File: config.mk
export PLATFORM = sky130hd
export DESIGN_NAME = acs_sequencer
export DESIGN_NICKNAME = d
export VERILOG_FILES = /design/src/hw/acs_pkg.sv /design/src/hw/acs_prescaler.sv /design/src/hw/acs_edge_sync.sv /design/src/hw/acs_sequencer.sv
export VERILOG_INCLUDE_DIRS = /design/src /design/src/hw
export SDC_FILE = /design/constraint.sdc
export NUM_CORES = 1
export LEC_CHECK = 0
export ABC_AREA = 1
export BUFFER_PORTS_ARGS = -buffer_cell sky130_fd_sc_hd__clkbuf_2
export CELL_PAD_IN_SITES_DETAIL_PLACEMENT = 1
export CELL_PAD_IN_SITES_GLOBAL_PLACEMENT = 2
export CORE_MARGIN = 2
export CORE_UTILIZATION = 30
export CTS_BUF_LIST = sky130_fd_sc_hd__clkbuf_8 sky130_fd_sc_hd__clkbuf_16
export DETAILED_ROUTE_END_ITERATION = 6
export HOLD_SLACK_MARGIN = 0.03
export PLACE_DENSITY = 0.86
export SKIP_LAST_GASP = 1
export SYNTH_ARGS = -nofsm -noshare
export SYNTH_HDL_FRONTEND = slang
export SYNTH_SLANG_ARGS = --single-unit
File: constraint.sdc
create_clock -name clock -period 2.3 [get_ports clock]
set_clock_uncertainty 0.1 [all_clocks]
set_input_delay 0.23 -clock clock [delete_from_list [all_inputs] [get_ports clock]]
set_output_delay 0.23 -clock clock [all_outputs]
set_load 0.005 [all_outputs]
File: src/hw/acs_cfg.svh
// constants for the conversion sequencer: fields, reset values, timing
`ifndef ACS_CFG_SVH
`define ACS_CFG_SVH
`define ACS_CONV_NORMAL 5'd13
`define ACS_CONV_FIRST 5'd25
`define ACS_SAMPLE_NORMAL 5'd3
`define ACS_SAMPLE_FIRST 5'd16
`define ACS_SAMPLE_AUTO 5'd2
`define ACS_TRIG_SYNC 2'd3
`define ACS_CHAN_RESET 2'h0
`define ACS_RESULT_RESET 8'h00
`define ACS_TS_FREE 3'h0
`define ACS_MAX_DIV_LOG 7
`endif

File: src/hw/acs_pkg.sv
// types for the conversion sequencer
package acs_pkg;
  typedef enum logic [1:0] {
    ACS_IDLE,
    ACS_WAIT_EDGE,
    ACS_CONVERT
  } acs_state_e;
endpackage

File: src/hw/acs_prescaler.sv
// converter clock prescaler giving one-cycle enable pulses
`timescale 1ns/10ps
`include "acs_cfg.svh"
module acs_prescaler (
  // clock and reset
  input wire logic clock,
  input wire logic rst,
  // control
  input wire logic run,
  input wire logic restart,
  input wire logic [2:0] divide_sel,
  // converter clock enable
  output logic tick
);
  typedef struct packed {
    logic [6:0] count;
  } acs_presc_s;
  acs_presc_s st_r;
  acs_presc_s st_nxt;
  logic [6:0] limit;
  // ratio 2 for codes 0 and 1, else two to the code
  always_comb begin
    if (divide_sel == 3'h0) begin
      limit = 7'h01;
    end else begin
      limit = 7'((8'h01 << divide_sel) - 8'h01);
    end
  end
  // held in reset while disabled; restarted by an auto trigger
  always_comb begin
    st_nxt = st_r;
    tick = 1'b0;
    if (!run || restart) begin
      st_nxt.count = 7'h00;
    end else if (st_r.count >= limit) begin
      st_nxt.count = 7'h00;
      tick = 1'b1;
    end else begin
      st_nxt.count = st_r.count + 7'h01;
    end
  end
  always_ff @(posedge clock or posedge rst) begin
    if (rst) begin
      st_r <= '0;
    end else begin
      st_r <= st_nxt;
    end
  end
endmodule

File: src/hw/acs_edge_sync.sv
// trigger edge detector with a short synchronising pipeline
`timescale 1ns/10ps
`include "acs_cfg.svh"
module acs_edge_sync (
  // clock and reset
  input wire logic clock,
  input wire logic rst,
  // trigger level in
  input wire logic level,
  // rising edge pulse after the sync delay
  output logic rise
);
  typedef struct packed {
    logic [2:0] pipe;
    logic last;
  } acs_sync_s;
  acs_sync_s st_r;
  acs_sync_s st_nxt;
  // three cycles of delay, then edge compare on settled stages
  always_comb begin
    st_nxt = st_r;
    st_nxt.pipe = {st_r.pipe[1:0], level};
    st_nxt.last = st_r.pipe[2];
    rise = st_r.pipe[2] & ~st_r.last;
  end
  always_ff @(posedge clock or posedge rst) begin
    if (rst) begin
      st_r <= '0;
    end else begin
      st_r <= st_nxt;
    end
  end
endmodule

File: src/hw/acs_sequencer.sv
// conversion start, timing and channel control for an 8-bit sar converter
// Overview of operation
// start bit launches, stays high, self-clears
// channel change waits for running conversion
// auto trigger enable with source select
// trigger edge restarts prescaler, starts conversion
// edges during conversion and held levels ignored
// source flag must clear before next trigger
// completion flag source runs free after start
// start write works with auto trigger
// prescaler runs only while enabled
// software keeps converter clock 50-200 kHz
// start on next converter clock edge
// 13 cycles normal, 25 after enable
// sample at 3, first at 16
// end: result, flag, clear start
// auto sample 2 cycles after edge
// half-cycle sample offsets follow timing; the code samples on whole converter cycles (3, 16 and 2)
// free run restarts immediately, start high
// channel follows buffer except while converting
// software waits a cycle before channel write
// software changes channel only safely
// free run channel change lags one result
// disable aborts; writing zero ignored
// channel codes 00 to 11 pick inputs
// start with or after enable is long
// flag sticky until vector or one written
`timescale 1ns/10ps
`include "acs_cfg.svh"
module acs_sequencer (
  // clock and reset
  input wire logic clock,
  input wire logic rst,
  // control bits
  input wire logic converter_power_reduce,
  input wire logic converter_enable,
  input wire logic auto_trigger_enable,
  input wire logic [2:0] trigger_source_select,
  input wire logic [2:0] clock_divide_select,
  // start bit write
  input wire logic conv_start_write,
  input wire logic conv_start_wdata,
  // completion flag clear
  input wire logic flag_write,
  input wire logic flag_wdata,
  input wire logic irq_vector_taken,
  // channel select buffer write
  input wire logic channel_write,
  input wire logic [1:0] channel_wdata,
  // trigger sources other than free run, one per code
  input wire logic [7:0] trigger_sources,
  // conversion core
  input wire logic [7:0] core_result,
  output logic [1:0] channel_select_field,
  output logic [3:0] input_enable,
  output logic sample_hold,
  output logic core_active,
  // status
  output logic conv_start_bit,
  output logic conv_complete_flag,
  output logic [7:0] conv_result_reg,
  output logic [1:0] channel_select_reg
);
  typedef struct packed {
    acs_pkg::acs_state_e state;
    logic start_bit;
    logic flag;
    logic first;
    logic auto_conv;
    logic [4:0] cycle;
    logic [1:0] chan_buf;
    logic [1:0] chan_live;
    logic [7:0] result;
    logic sample;
  } acs_seq_s;
  acs_seq_s st_r;
  acs_seq_s st_nxt;
  logic tick;
  logic trig_rise;
  logic trig_level;
  logic restart;
  logic start_req;
  logic trig_start;
  logic [4:0] conv_len;
  logic [4:0] samp_at;
  logic active;

  assign active = converter_enable & ~converter_power_reduce;

  // selected trigger level; flag only matters in its free run role
  always_comb begin
    trig_level = trigger_sources[trigger_source_select];
  end

  // the source's own flag must drop before its next edge can count
  acs_edge_sync u_sync (
    .clock(clock),
    .rst(rst),
    .level(trig_level),
    .rise(trig_rise)
  );

  // edge only honoured when idle; held high never retriggers
  assign trig_start = active & auto_trigger_enable & trig_rise
    & (trigger_source_select != `ACS_TS_FREE)
    & (st_r.state == acs_pkg::ACS_IDLE);
  assign restart = trig_start;

  acs_prescaler u_presc (
    .clock(clock),
    .rst(rst),
    .run(active),
    .restart(restart),
    .divide_sel(clock_divide_select),
    .tick(tick)
  );

  // writes of zero to the start bit do nothing
  assign start_req = conv_start_write & conv_start_wdata;

  // length and sample point by kind of conversion
  always_comb begin
    if (st_r.first) begin
      conv_len = `ACS_CONV_FIRST;
      samp_at = `ACS_SAMPLE_FIRST;
    end else if (st_r.auto_conv) begin
      conv_len = `ACS_CONV_NORMAL;
      samp_at = `ACS_SAMPLE_AUTO;
    end else begin
      conv_len = `ACS_CONV_NORMAL;
      samp_at = `ACS_SAMPLE_NORMAL;
    end
  end

  // main sequencer
  always_comb begin
    st_nxt = st_r;
    st_nxt.sample = 1'b0;
    if (channel_write) begin
      st_nxt.chan_buf = channel_wdata;
    end
    // flag: vector or write-one clears, completion below wins
    if (irq_vector_taken || (flag_write && flag_wdata)) begin
      st_nxt.flag = 1'b0;
    end
    // live channel follows buffer outside the locked window
    if (st_r.state != acs_pkg::ACS_CONVERT) begin
      st_nxt.chan_live = st_r.chan_buf;
    end
    case (st_r.state)
      acs_pkg::ACS_IDLE: begin
        if (start_req && active) begin
          st_nxt.start_bit = 1'b1;
          st_nxt.auto_conv = 1'b0;
          st_nxt.state = acs_pkg::ACS_WAIT_EDGE;
        end else if (trig_start) begin
          st_nxt.start_bit = 1'b1;
          st_nxt.auto_conv = 1'b1;
          st_nxt.state = acs_pkg::ACS_WAIT_EDGE;
        end
      end
      acs_pkg::ACS_WAIT_EDGE: begin
        if (tick) begin
          st_nxt.cycle = 5'h00;
          st_nxt.chan_live = st_r.chan_buf;
          st_nxt.state = acs_pkg::ACS_CONVERT;
        end
      end
      acs_pkg::ACS_CONVERT: begin
        if (tick) begin
          st_nxt.cycle = st_r.cycle + 5'h01;
          if (st_r.cycle + 5'h01 == samp_at) begin
            st_nxt.sample = 1'b1;
          end
          // unlock during the last converter cycle
          if (st_r.cycle + 5'h02 >= conv_len) begin
            st_nxt.chan_live = st_r.chan_buf;
          end
          if (st_r.cycle + 5'h01 == conv_len) begin
            st_nxt.result = core_result;
            st_nxt.flag = 1'b1;
            st_nxt.first = 1'b0;
            st_nxt.auto_conv = 1'b0;
            st_nxt.cycle = 5'h00;
            if (auto_trigger_enable &&
                trigger_source_select == `ACS_TS_FREE) begin
              // free run: straight into the next one
              st_nxt.state = acs_pkg::ACS_CONVERT;
              st_nxt.chan_live = st_r.chan_buf;
            end else begin
              st_nxt.start_bit = 1'b0;
              st_nxt.state = acs_pkg::ACS_IDLE;
            end
          end
        end
      end
      default: begin
        st_nxt.state = acs_pkg::ACS_IDLE;
      end
    endcase
    // disabling aborts and arms the long first conversion
    if (!active) begin
      st_nxt.state = acs_pkg::ACS_IDLE;
      st_nxt.start_bit = 1'b0;
      st_nxt.first = 1'b1;
      st_nxt.cycle = 5'h00;
      st_nxt.auto_conv = 1'b0;
    end
  end

  always_ff @(posedge clock or posedge rst) begin
    if (rst) begin
      st_r.state <= acs_pkg::ACS_IDLE;
      st_r.start_bit <= 1'b0;
      st_r.flag <= 1'b0;
      st_r.first <= 1'b1;
      st_r.auto_conv <= 1'b0;
      st_r.cycle <= 5'h00;
      st_r.chan_buf <= `ACS_CHAN_RESET;
      st_r.chan_live <= `ACS_CHAN_RESET;
      st_r.result <= `ACS_RESULT_RESET;
      st_r.sample <= 1'b0;
    end else begin
      st_r <= st_nxt;
    end
  end

  // outputs; channel decode one-hot to the mux
  assign channel_select_field = st_r.chan_live;
  assign input_enable = active ? (4'h1 << st_r.chan_live) : 4'h0;
  assign sample_hold = st_r.sample;
  assign core_active = (st_r.state == acs_pkg::ACS_CONVERT);
  assign conv_start_bit = st_r.start_bit;
  assign conv_complete_flag = st_r.flag;
  assign conv_result_reg = st_r.result;
  assign channel_select_reg = st_r.chan_buf;
endmodule

After elaboration in Yosys (flattened, before gate mapping):

Index checks and enable logic that the tools add are counted.

* register bits: 35
* bits of input ports: 35

* bitwise gates (word level): 9
* mux-type cells: 38
* shift-type cells: 2
* equal/unequal tests: 15
* reductions and logical operators: 16
* magnitude comparators: 3
* add/subtract/negate cells: 4

Operators by type and width (count)
* 2-to-1 mux 11 bit: 3
* 2-to-1 mux 7 bit: 4
* 2-to-1 mux 5 bit: 3
* 2-to-1 mux 2 bit: 7
* equality test 5 bit: 2
* 2-to-1 mux 1 bit: 10
* 2-to-1 mux 10 bit: 1
* one-hot mux 5 bit (2 select lines): 1
* 2-to-1 mux 3 bit: 3
* != test 3 x 2 -> 1 bit (second input constant): 3
* != test 3 bit (second input constant): 3
* AND reduction 3 bit: 3
* AND reduction 4 bit: 2
* adder 7 x 1 -> 7 bit (second input constant): 1
* bitwise AND 1 bit: 7
* greater-or-equal comparator 7 bit: 1
* << shifter 1 x 3 -> 7 bit (first input constant): 1
* subtractor 7 x 1 -> 7 bit (second input constant): 1
* logical NOT 3 bit: 2
* != test 2 bit (second input constant): 3
* one-hot mux 2 bit (3 select lines): 1
* adder 5 x 1 -> 5 bit (second input constant): 1
* adder 5 x 2 -> 5 bit (second input constant): 1
* greater-or-equal comparator 5 bit: 1
* other kinds (17): 22

Longest topological paths before layout:

Gate-level depths: netlist of the first run.

* depth after elaboration: 11
* gate-level depth with buffers: 13
* depth with buffers taken out: 13

Hierarchy:

From an unflattened synthesis of the first run, not the netlist that was laid out.

* cell total of the unflattened synthesis: 316
* area total of the unflattened synthesis: 2312.2 µm²

By module, submodules not included
* acs_sequencer: seq. area each 601.8 µm², area each 1650.3 µm², times used 1, cells each 231
* acs_prescaler: seq. area each 175.2 µm², area each 548.0 µm², times used 1, cells each 78
* acs_edge_sync: seq. area each 100.1 µm², area each 113.9 µm², times used 1, cells each 7

Worst setup path before layout of the first run:

Ideal clock, no wire load.

* path type: register to register
* start point: reg st_r[15] (netlist name)
* end point: reg st_r, in the netlist channel_select_field[1]
* arrival: 1692 ps
* library setup time: 76 ps
* period minus slack after synthesis: 1869 ps
* stages on the path, launching flop included: 13
* setup slack: 431 ps
* cells stage by stage: dfrtp_1 -> buf_4 -> nand2_1 -> nor2_1 -> xor2_1 -> ha_1 -> o21ai_0 -> nor2_1 -> a21oi_1 -> nand2_1 -> o21ai_0 -> nand2_1 -> o21ai_1

RTL lines
* start, declared: RTL line acs_sequencer.sv:76 `acs_seq_s st_r;`
* start signal, assigned: RTL line acs_sequencer.sv:224 `st_r <= st_nxt;`

Worst setup path in the final report of the first run:

* start point: reg u_presc.st_r[4] (netlist name)
* end point: reg st_r[23] (netlist name)

* cells in the longest elaborated chain, start to end: 5

RTL lines
* start, declared: RTL line acs_prescaler.sv:18 `acs_presc_s st_r;`
* start signal, assigned: RTL line acs_prescaler.sv:46 `st_r <= st_nxt;`
* greater-or-equal comparator 7 bit *: RTL line acs_prescaler.sv:35 `end else if (st_r.count >= limit) begin`
* 2-to-1 mux 1 bit *: RTL line acs_prescaler.sv:35
* 2-to-1 mux 1 bit *: RTL line acs_prescaler.sv:33 `if (!run || restart) begin`
* != test 3 bit (no line)
* AND reduction 4 bit (no line) *

Every way passes the cells marked *; elsewhere a longest branch is shown, timed or not.
A chain may end at the register's enable or synchronous reset.

==> results of run 1 <==
==> area by class of cell <==
cell class              instances  area, um^2  share of cell area [%]
multi-input cells             215        1170                    42.2
flip-flops and latches         35         877                    31.7
repair buffers                 64         350                    12.7
inverters                      35         134                    4.84
well taps                      99         124                    4.48
clock buffers                   5        68.8                    2.49
clock inverters                 3        46.3                    1.67
==> timing repair <==
action | in CTS | in global routing
setup endpoints to repair | 0 | 14
resized for setup | 0 | 6
hold endpoints to repair | 35 | 0
hold buffers | 2 | 0
==> layer usage <==
layer,part of all wire (%),vias up,track usage [%],wire (um)
met5,0,-,0,0
li1,-,1071,-,-
met1,43,994,17.8,2440
met2,52,29,26.4,2940
met3,3.6,6,3.15,207
met4,1.5,0,4.55,83
==> power by group through the flow <==
| stage | registers, mW | logic (mW) | clock network [mW] |
|---|---|---|---|
| 3_3_place_gp | 0.681 | 0.213 | 0 |
| 4_1_cts | 0.669 | 0.223 | 0.589 |
| 2_1_floorplan | 0.674 | 0.144 | 0 |
| 3_5_place_dp | 0.681 | 0.219 | 0 |
| 5_1_grt | 0.675 | 0.258 | 0.617 |
| 6_report | 0.669 | 0.221 | 0.571 |
==> through the flow <==
| stage | setup slack, ns | instances | total power, mW | util [%] |
|---|---|---|---|---|
| 3_3_place_gp | 0.227 | 446 | 0.894 | 35.7 |
| 3_5_place_dp | 0.165 | 446 | 0.900 | 35.7 |
| 2_1_floorplan | 0.431 | 301 | 0.818 | - |
| 6_report | 0.232 | 456 | 1.46 | 37.9 |
| 5_1_grt | 0.00300 | 456 | 1.55 | 37.9 |
| 4_1_cts | 0.149 | 456 | 1.48 | 37.5 |
==> logic make-up after synthesis <==
group	share of synthesized area (%)
simple gates	29.1
buf+inv	11.2
flops	38.6
compound gates	11.0
fa+ha+maj	7.72
xor+xnor	2.32
==> layout by cell type, fill, tap and decap left out, types with 2 or more instances in the layout <==
master         netlist  routed
clkbuf_2             0      54
buf_4               14       8
nor2_1              29      29
or2_0                2       2
clkbuf_8             0       5
xor2_1               5       5
a21oi_1              8       7
dfrtp_1             34      34
o21ai_1              5       5
a31oi_1              2       2
ha_1                14      13
nand2_2              3       2
nand4_1              5       5
inv_1               34      34
nor3_1               5       4
o21ai_0             21      21
dlygate4sd3_1        0       2
nand2_1             80      80
nand3_1             22      22
nor2_4               1       2
nand3_2              3       3
==> worst min-delay path: stages <==
cell	delay, ns
clkbuf_2	0.08
nand2_1	0.04
nand2_1	0.05
==> final timing paths <==
kind	to	slack (ns)	cells after the start
setup / recovery	st_r[23]	0.23	11
hold / removal	conv_result_reg[0]	0.04	3
setup reg to reg	st_r[23]	0.23	11
hold reg to reg	u_sync.st_nxt[3]	0.26	0
max in group asynchronous	st_r[19]	1.28	4
min in group asynchronous	conv_result_reg[5]	0.47	4
==> qor.yml, run 1 <==
endpoint_kind: "flip-flop"
num_vias: 2100
post_cts_buffers: 0
path_common_cell: "nor2_1"
fin_area_mm2: 0.00277
drt_iter0_drc: 36
grt_pass1_vias: 2175
rows: 31
grt_pass1_wl_mm: 9.98
cts.htree.levels: 2
synth_cells: 301
postPlaceCellArea_mm2: 0.00260
setup_viol: 0
path_buf_inv: 0
grt_antenna_before_repair: 0
combPwrFrac_pct: 15.1
crit_start: "u_presc.st_r[4]"
fin_worst_hold_slack_ns: 0.0370
largest_reg_flops: 9
period_minus_slack_ns: 2.07
seqPwrFrac_pct: 45.8
gp_congestion: 0.816
setup-tns-final_ns: 0
grt_max_degree: 36
io_buffers: 54
yosys_warnings: 0
required_ns: 2.37
cts.sinks: 35
critPathLaunchType: "flip-flop"
numCtsBuffers: 5
hold_path_class: "input pin to flip-flop"
relSlewSlack_pct: 69.0
grt_usage_pct: 14.8
power_frac_clock_pct: 39.1
hold_viol_final: 0
initial_utilization_pct: 31.1
cts_buffer_depth: 2
drive_gt1_share_pct: 24.1
irDropWorstVdd_mv: 0.235
p_leak_nw: 1.49
seq_area_frac_synth_pct: 38.6
avgRoutedWirePerCell_um: 12.4
async_flop_share_pct: 100
tightestPinTransition_ns: 0.465
slowest_stage: "dfrtp_1"
switchingPower_mw: 0.400
fin_crit_sh_pct: 89.9
synthesis.nets: 350
slowest_delay_ns: 0.43
p_per_area_mw_per_mm2: 528
area_growth_pct: 21.9
synth_ff_type: "dfrtp_1"
synth_common_cells: "nand2_1 (80), dfrtp_1 (34), inv_1 (34)"
cts_tree: "done"
synth.top_cell.area_share_pct: 37.5
cp_max_fo: 7
avgSynthCellArea_um2: 7.54
synth_seq_cells: 35
drc: 0
drt_wl_total_mm: 5.68
core_mm2: 0.00729
yosysMostFrequentCell: "nand2_1"
drv_cap: 0
firstDrtPassIters: 4
crit_family: "simple AND/OR/NAND/NOR gates"
internal-power_mw: 1.06
synth_top_area_cell: "dfrtp_1"
ant_nets: 0
synth-edff-count: 0
fill_cells: 957
synth_area_leaders: "dfrtp_1 (37%), nand2_1 (13%), ha_1 (7.7%)"
hp-start: "core_result[0]"
timing.rr.start: "u_presc.st_r[4]"
crit_chain: "ha_1, a21oi_1, nor2_1, nor2_1, nand2_1, nand2_4, nand3_2, nand2_2, nor2_4, nand3_1, o21ai_0"
antenna_cells: 0
dieArea_mm2: 0.00828
grt_overflow_total: 0
path_class: "flip-flop to flip-flop"
clk_latency_ns: 0.29
path_clk_slew_ns: 0.08
fp.dieH_um: 91.0
cts-root-buf: "clkbuf_8"
fp.dieW_um: 91.0
rsz0062_at_grt: "no"
ios: 55
switching_share_pct: 27.4
syn_area_mm2: 0.00227
final_nets: 405
slew_viol_final: 0
cp.arrival_ns: 2.14
viasPerCell: 4.61
dp_hpwl_mm: 4.60
synth_cell_types: 31
fmax_ghz: 0.484
status: "finished, final reports clean"
Note: power is estimated with default switching activity, not from simulation.
==> run 2, diff against run 1 <==
--- a/config.mk
+++ b/config.mk
@@ -19,4 +19,5 @@
 export SKIP_LAST_GASP = 1
 export SYNTH_ARGS = -nofsm -noshare
 export SYNTH_HDL_FRONTEND = slang
+export SYNTH_HIERARCHICAL = 1
 export SYNTH_SLANG_ARGS = --single-unit
==> run 2 against run 1 <==
Effect of this change:
- largest cell class unchanged
- critical path type unchanged
- highest routed layer unchanged
- routed wire length rose by 6.2%
- register-to-register slack hardly changed
- sequential share of layout area decreased by 0.88 points
==> qor.yml, run 2 <==
synth_top_area_cell: "dfrtp_1"  # unchanged
antenna_cells: 0  # unchanged
synth_cells: 316  # was 301
syn_area_mm2: 0.00231  # was 0.00227 mm^2
fin_area_mm2: 0.00285  # was 0.00277 mm^2
hp-start: "core_result[0]"  # unchanged
synth_area_leaders: "dfrtp_1 (37%), nand2_1 (13%), ha_1 (7.6%)"  # was dfrtp_1 (37%), nand2_1 (13%), ha_1 (7.7%)
drive_gt1_share_pct: 26.2  # was 24.1%
relSlewSlack_pct: 73.1  # was 69.0%
hold_path_end: "conv_result_reg[0]"  # unchanged
grt_pass1_vias: 2298  # was 2175
r2r_end: "conv_start_bit"  # was st_r[23]
cp_max_fo: 5  # was 7
viasPerCell: 4.58  # was 4.61
fin_crit_sh_pct: 90.1  # was 89.9%
ant_nets: 0  # unchanged
synth_common_cells: "nand2_1 (83), inv_1 (37), dfrtp_1 (34)"  # was nand2_1 (80), dfrtp_1 (34), inv_1 (34)
grt_usage_pct: 15.6  # was 14.8%
final_cells: 480  # was 456
endpoint_kind: "flip-flop"  # unchanged
crit_chain: "ha_1, inv_1, nand2_2, nand2_2, nand2_1, nand2_1, nor2_2, nand2_2, o21ai_4, nand3b_1, o21ai_1, nand2_1"  # was ha_1, a21oi_1, nor2_1, nor2_1, nand2_1, nand2_4, nand3_2, nand2_2, nor2_4, nand3_1, o21ai_0
avgRoutedWirePerCell_um: 12.6  # was 12.4 um
irDropWorstVdd_mv: 0.314  # was 0.235 mV
ff2ff_setup_slack_ns: 0.23  # about the same
synth_cell_types: 32  # was 31
initial_utilization_pct: 30.4  # was 31.1%
slowest_delay_ns: 0.42  # was 0.43 ns
synth_ff_type: "dfrtp_1"  # unchanged
dieArea_mm2: 0.00843  # was 0.00828 mm^2
r2r_cells: 12  # was 11
cts-root-buf: "clkbuf_8"  # unchanged
ios: 55  # unchanged
place_ws_ns: 0.0427  # was 0.165 ns
fill_cells: 991  # was 957
p_leak_nw: 1.52  # was 1.49 nW
p_per_area_mw_per_mm2: 556  # was 528 mW/mm^2
hold_path_class: "input pin to flip-flop"  # unchanged
final_nets: 426  # was 405
fp.dieW_um: 91.8  # was 91.0 um
min_delay_path_depth: 3  # unchanged
status: "finished, final reports clean"  # unchanged
path_clk_slew_ns: 0.08  # about the same
cts.htree.levels: 2  # unchanged
synth.top_cell.area_share_pct: 36.8  # was 37.5%
path_class: "flip-flop to flip-flop"  # unchanged
drc: 0  # unchanged
fin_worst_hold_slack_ns: 0.0379  # was 0.0370 ns
core_mm2: 0.00761  # was 0.00729 mm^2
cp.arrival_ns: 2.15  # was 2.14 ns
avgSynthCellArea_um2: 7.32  # was 7.54 um^2
setup_viol: 0  # unchanged
crit_family: "simple AND/OR/NAND/NOR gates"  # unchanged
gp_congestion: 0.823  # was 0.816
rows: 32  # was 31
post-route-util_pct: 37.5  # was 37.9%
setup_ws_ns: 0.227  # was 0.232 ns
io_buffers: 54  # unchanged
tightestPinTransition_ns: 0.399  # was 0.465 ns
path_buf_inv: 1  # was 0
synth-edff-count: 0  # unchanged
grt_antenna_before_repair: 0  # unchanged
timing.rr.start: "st_r[14]"  # was u_presc.st_r[4]
critPathLaunchType: "flip-flop"  # unchanged
period_minus_slack_ns: 2.07  # about the same
total_power_mw: 1.59  # was 1.46 mW
firstDrtPassIters: 4  # unchanged
postPlaceCellArea_mm2: 0.00269  # was 0.00260 mm^2
fmax_ghz: 0.482  # was 0.484 GHz
layout_commonest_cell: "nand2_1"  # unchanged
area_growth_pct: 23.2  # was 21.9%
slew_viol_final: 0  # unchanged
num_vias: 2197  # was 2100
yosys_warnings: 6  # was 0
seq_area_frac_synth_pct: 37.9  # was 38.6%
dp.cells: 469  # was 446
drt_wl_total_mm: 6.03  # was 5.68 mm
grt_overflow_total: 0  # unchanged
required_ns: 2.38  # was 2.37 ns
clk_latency_ns: 0.29  # about the same
drv_cap: 0  # unchanged
cts_buffer_depth: 2  # unchanged
numCtsBuffers: 5  # unchanged
dp_hpwl_mm: 4.85  # was 4.60 mm
most-common-layout-cells: "nand2_1 (82), clkbuf_2 (54), inv_1 (36)"  # was nand2_1 (80), clkbuf_2 (54), inv_1 (34), dfrtp_1 (34), nor2_1 (29)
grt_pass1_wl_mm: 10.6  # was 9.98 mm
synthesis.nets: 365  # was 350
yosysMostFrequentCell: "nand2_1"  # unchanged
setup-tns-final_ns: 0  # unchanged
fp.dieH_um: 91.8  # was 91.0 um
async_flop_share_pct: 100  # unchanged
slowest_stage: "dfrtp_1"  # unchanged
largest_reg_flops: 9  # unchanged
cts.sinks: 35  # unchanged
synth_seq_cells: 35  # unchanged
cts_tree: "done"  # unchanged
drt_iter0_drc: 83  # was 36
grt_max_degree: 25  # was 36
hold_viol_final: 0  # unchanged
==> run 2: worst max path at each step <==
stage,slack [ns],end,start,cells after the start
final,0.23,conv_start_bit,st_r[14],12
after global placement,0.12,conv_start_bit,st_r[22],12
after floorplan,0.20,conv_start_bit,st_r[22],12
after detailed placement,0.04,conv_start_bit,clock_divide_select[2],12
after global routing,-0.002,st_r[22],st_r[14],12
after CTS,0.13,conv_start_bit,st_r[22],12
==> run 2: routing by layer <==
layer | vias to the layer above | GRT usage (%) | part of all wire, %
met2 | 38 | 25.7 | 48
li1 | 1125 | - | -
met3 | 5 | 2.55 | 3.3
met5 | - | 0 | 0
met4 | 0 | 4.98 | 1.4
met1 | 1029 | 21.0 | 47
==> run 2: repair_timing <==
item                       4_1_cts  5_1_grt
setup endpoints to repair        1       19
buffers inserted                 0        1
cloned                           0        0
hold buffers                     2        0
hold endpoints to repair        35        0
pin swaps                        0        0
gates resized for setup          1        6
==> run 2: tightest hold or removal path: cells and delay by family <==
kind	cells	cell delay, ns
AND/OR/NAND/NOR	2	0.10
buffers and inverters	1	0.08
==> run 2: final cells by class <==
class / count / area (um^2) / share of cell area [%]
timing repair buffer: 69 / 388 / 13.6
inverter: 42 / 158 / 5.53
clock buffer: 5 / 68.8 / 2.42
sequential: 35 / 878 / 30.8
multi-input combinational: 224 / 1180 / 41.6
tap: 102 / 128 / 4.48
clock inverter: 3 / 43.8 / 1.54
==> run 2: cells by family (layout without fill, tap and decap cells) <==
| kind of cell | count (synthesis) | count (layout) | synth area share (%) |
|---|---|---|---|
| flops | 35 | 35 | 37.9 |
| xor+xnor | 3 | 3 | 1.14 |
| buf+inv | 57 | 119 | 11.7 |
| compound gates | 40 | 40 | 9.79 |
| fa+ha+maj | 14 | 14 | 7.58 |
| simple gates | 167 | 167 | 31.9 |
==> run 2: report_power, final <==
part	leakage [nW]	switching [mW]	total (mW)	internal, mW
clock network	0.0581	0.248	0.571	0.323
logic	1.00	0.186	0.313	0.127
registers	0.462	0.0411	0.701	0.660
total	1.52	0.475	1.59	1.11
==> run 3, diff against run 2 <==
--- a/config.mk
+++ b/config.mk
@@ -11,11 +11,11 @@
 export CELL_PAD_IN_SITES_DETAIL_PLACEMENT = 1
 export CELL_PAD_IN_SITES_GLOBAL_PLACEMENT = 2
 export CORE_MARGIN = 2
-export CORE_UTILIZATION = 30
-export CTS_BUF_LIST = sky130_fd_sc_hd__clkbuf_8 sky130_fd_sc_hd__clkbuf_16
+export CORE_UTILIZATION = 31
+export CTS_BUF_LIST = sky130_fd_sc_hd__clkbuf_4 sky130_fd_sc_hd__clkbuf_8
 export DETAILED_ROUTE_END_ITERATION = 6
 export HOLD_SLACK_MARGIN = 0.03
-export PLACE_DENSITY = 0.86
+export PLACE_DENSITY = 0.89
 export SKIP_LAST_GASP = 1
 export SYNTH_ARGS = -nofsm -noshare
 export SYNTH_HDL_FRONTEND = slang
==> run 3 against run 2 <==
Effect of this change:
- power is 7.5% higher
- combinational power is 4% higher
- count of clock-buffer cells in the layout stayed put
- sequential share of layout area is 0.20 points higher
- via count is 0.46% higher
- first-iteration DRC count is 52% lower
- clock power is 18% higher
- design area is 0.66% lower
- global-route usage is 0.12 points lower
- register-to-register slack worse by 0.09 ns
- setup slack worse by 0.087 ns
- critical path depth stayed put
- largest power group unchanged
==> qor.yml, run 3 (same netlist as run 2, synthesis figures left out) <==
ios: 55  # unchanged
drv_cap: 0  # unchanged
numCtsBuffers: 5  # unchanged
crit_chain: "inv_1, ha_1, inv_1, nor2_1, nor2_4, inv_2, a21oi_4, inv_2, o21ai_4, nand3_1, nand2_1, o21ai_1"  # was ha_1, inv_1, nand2_2, nand2_2, nand2_1, nand2_1, nor2_2, nand2_2, o21ai_4, nand3b_1, o21ai_1, nand2_1
firstDrtPassIters: 4  # unchanged
r2r_cells: 12  # unchanged
fp.dieW_um: 90.4  # was 91.8 um
crit_cells: 12  # unchanged
critPathLaunchType: "flip-flop"  # unchanged
drive_gt1_share_pct: 25.4  # was 26.2%
grt_usage_pct: 15.5  # was 15.6%
crit_family: "simple AND/OR/NAND/NOR gates"  # unchanged
grt_antenna_before_repair: 0  # unchanged
cts.htree.levels: 2  # unchanged
irDropWorstVdd_mv: 0.259  # was 0.314 mV
drc: 0  # unchanged
path_buf_inv: 4  # was 1
grt_max_degree: 25  # unchanged
drt_wl_total_mm: 6.04  # was 6.03 mm
setup_viol: 0  # unchanged
area_growth_pct: 22.4  # was 23.2%
tightestPinTransition_ns: 0.378  # was 0.399 ns
clk_latency_ns: 0.29  # about the same
endpoint_kind: "flip-flop"  # unchanged
antenna_cells: 0  # unchanged
slowest_stage: "dfrtp_1"  # unchanged
layout_commonest_cell: "nand2_1"  # unchanged
required_ns: 2.37  # was 2.38 ns
cp.arrival_ns: 2.23  # was 2.15 ns
cts-root-buf: "clkbuf_8"  # unchanged
period_minus_slack_ns: 2.16  # was 2.07 ns
fp.dieH_um: 90.4  # was 91.8 um
dp_hpwl_mm: 4.78  # was 4.85 mm
fin_worst_hold_slack_ns: 0.0339  # was 0.0379 ns
status: "finished, final reports clean"  # unchanged
p_leak_nw: 1.50  # was 1.52 nW
hold_path_class: "input pin to flip-flop"  # unchanged
hold_viol_final: 0  # unchanged
post-route-util_pct: 39.0  # was 37.5%
min_delay_path_depth: 3  # unchanged
core_mm2: 0.00725  # was 0.00761 mm^2
avgRoutedWirePerCell_um: 12.8  # was 12.6 um
grt_pass1_wl_mm: 10.4  # was 10.6 mm
io_buffers: 54  # unchanged
relSlewSlack_pct: 74.5  # was 73.1%
cp_max_fo: 6  # was 5
drt_iter0_drc: 40  # was 83
fin_crit_sh_pct: 93.9  # was 90.1%
largest_reg_flops: 9  # unchanged
cts_tree: "done"  # unchanged
grt_overflow_total: 0  # unchanged
slew_viol_final: 0  # unchanged
num_vias: 2207  # was 2197
grt_pass1_vias: 2283  # was 2298
rows: 31  # was 32
cts_buffer_depth: 2  # unchanged
fmax_ghz: 0.463  # was 0.482 GHz
path_clk_slew_ns: 0.08  # about the same
most-common-layout-cells: "nand2_1 (83), clkbuf_2 (54), inv_1 (36)"  # was nand2_1 (82), clkbuf_2 (54), inv_1 (36)
rsz0062_at_grt: "yes"
dieArea_mm2: 0.00817  # was 0.00843 mm^2
ant_nets: 0  # unchanged
final_nets: 422  # was 426
initial_utilization_pct: 31.9  # was 30.4%
p_per_area_mw_per_mm2: 602  # was 556 mW/mm^2
viasPerCell: 4.67  # was 4.58
cts.sinks: 35  # unchanged
gp_congestion: 0.759  # was 0.823
path_class: "flip-flop to flip-flop"  # unchanged
slowest_delay_ns: 0.40  # was 0.42 ns
==> run 3: cell types whose count changed in the layout (fill, tap and decap cells not counted), sizes merged <==
cell,change
dlygate4sd3,-1
clkinvlp,+1
bufinv,+1
clkinv,-2
buf,-3
==> run 3: path summary, 6_finish.rpt <==
check / slack, ns / to / start
min reg2reg: 0.26 / u_sync/st_nxt[3] / u_sync/st_nxt[2]
max reg2reg: 0.14 / st_r[23] / st_r[22]
min in group asynchronous: 0.29 / u_sync/st_r[0] / rst
max: 0.14 / st_r[23] / st_r[22]
max in group asynchronous: 1.34 / st_r[19] / rst
min: 0.03 / conv_result_reg[0] / core_result[0]
==> run 3: what timing repair did <==
action | CTS | global route
endpoints found under the setup margin | 6 | 15
pin swaps | 0 | 1
resized for setup | 1 | 4
endpoints found under the hold margin | 34 | 0
cloned | 0 | 0
buffers inserted | 0 | 1
hold buffers | 1 | 0
==> run 3: worst reg2reg max path: stages, from the launching register on <==
cell     delay (ns)
dfrtp_1        0.40
inv_1          0.09
ha_1           0.24
inv_1          0.08
nor2_1         0.07
nor2_4         0.16
inv_2          0.08
a21oi_4        0.16
inv_2          0.10
o21ai_4        0.18
nand3_1        0.18
nand2_1        0.13
o21ai_1        0.09
==> run 3: cell type report <==
type | instances | area, um^2
Fill cell | 943 | 4420
Multi-Input combinational cell | 224 | 1180
Sequential cell | 35 | 878
Timing Repair Buffer | 65 | 355
Inverter | 42 | 158
Tap cell | 99 | 124
Clock buffer | 5 | 68.8
Clock inverter | 3 | 67.6
==> run 3: through the flow <==
step | TNS (ns) | area (um^2) | setup slack (ns) | cells | power (mW)
3_3_place_gp | 0 | 2660 | 0.0630 | 463 | 1.02
6_report | 0 | 2830 | 0.140 | 473 | 1.70
5_1_grt | -0.0547 | 2830 | -0.0165 | 473 | 1.79
4_1_cts | 0 | 2810 | 0.0202 | 472 | 1.72
2_1_floorplan | 0 | 2310 | 0.201 | 316 | 0.919
3_5_place_dp | -0.0102 | 2660 | -0.0102 | 463 | 1.04
==> run 3: layer usage <==
layer / vias up / global-route usage (%) / share of wire, % / wire length [um]
met5: - / 0 / 0 / 0
met4: 0 / 3.97 / 1.2 / 72
met3: 6 / 3.09 / 3.8 / 227
met2: 40 / 27.6 / 50 / 3020
met1: 1039 / 19.1 / 45 / 2730
li1: 1122 / - / - / -
==> run 3: power by group <==
part	leakage, nW	switching [mW]	internal [mW]
Combinational	0.977	0.192	0.134
Sequential	0.462	0.0472	0.660
Clock	0.0644	0.239	0.432
Total	1.50	0.478	1.23
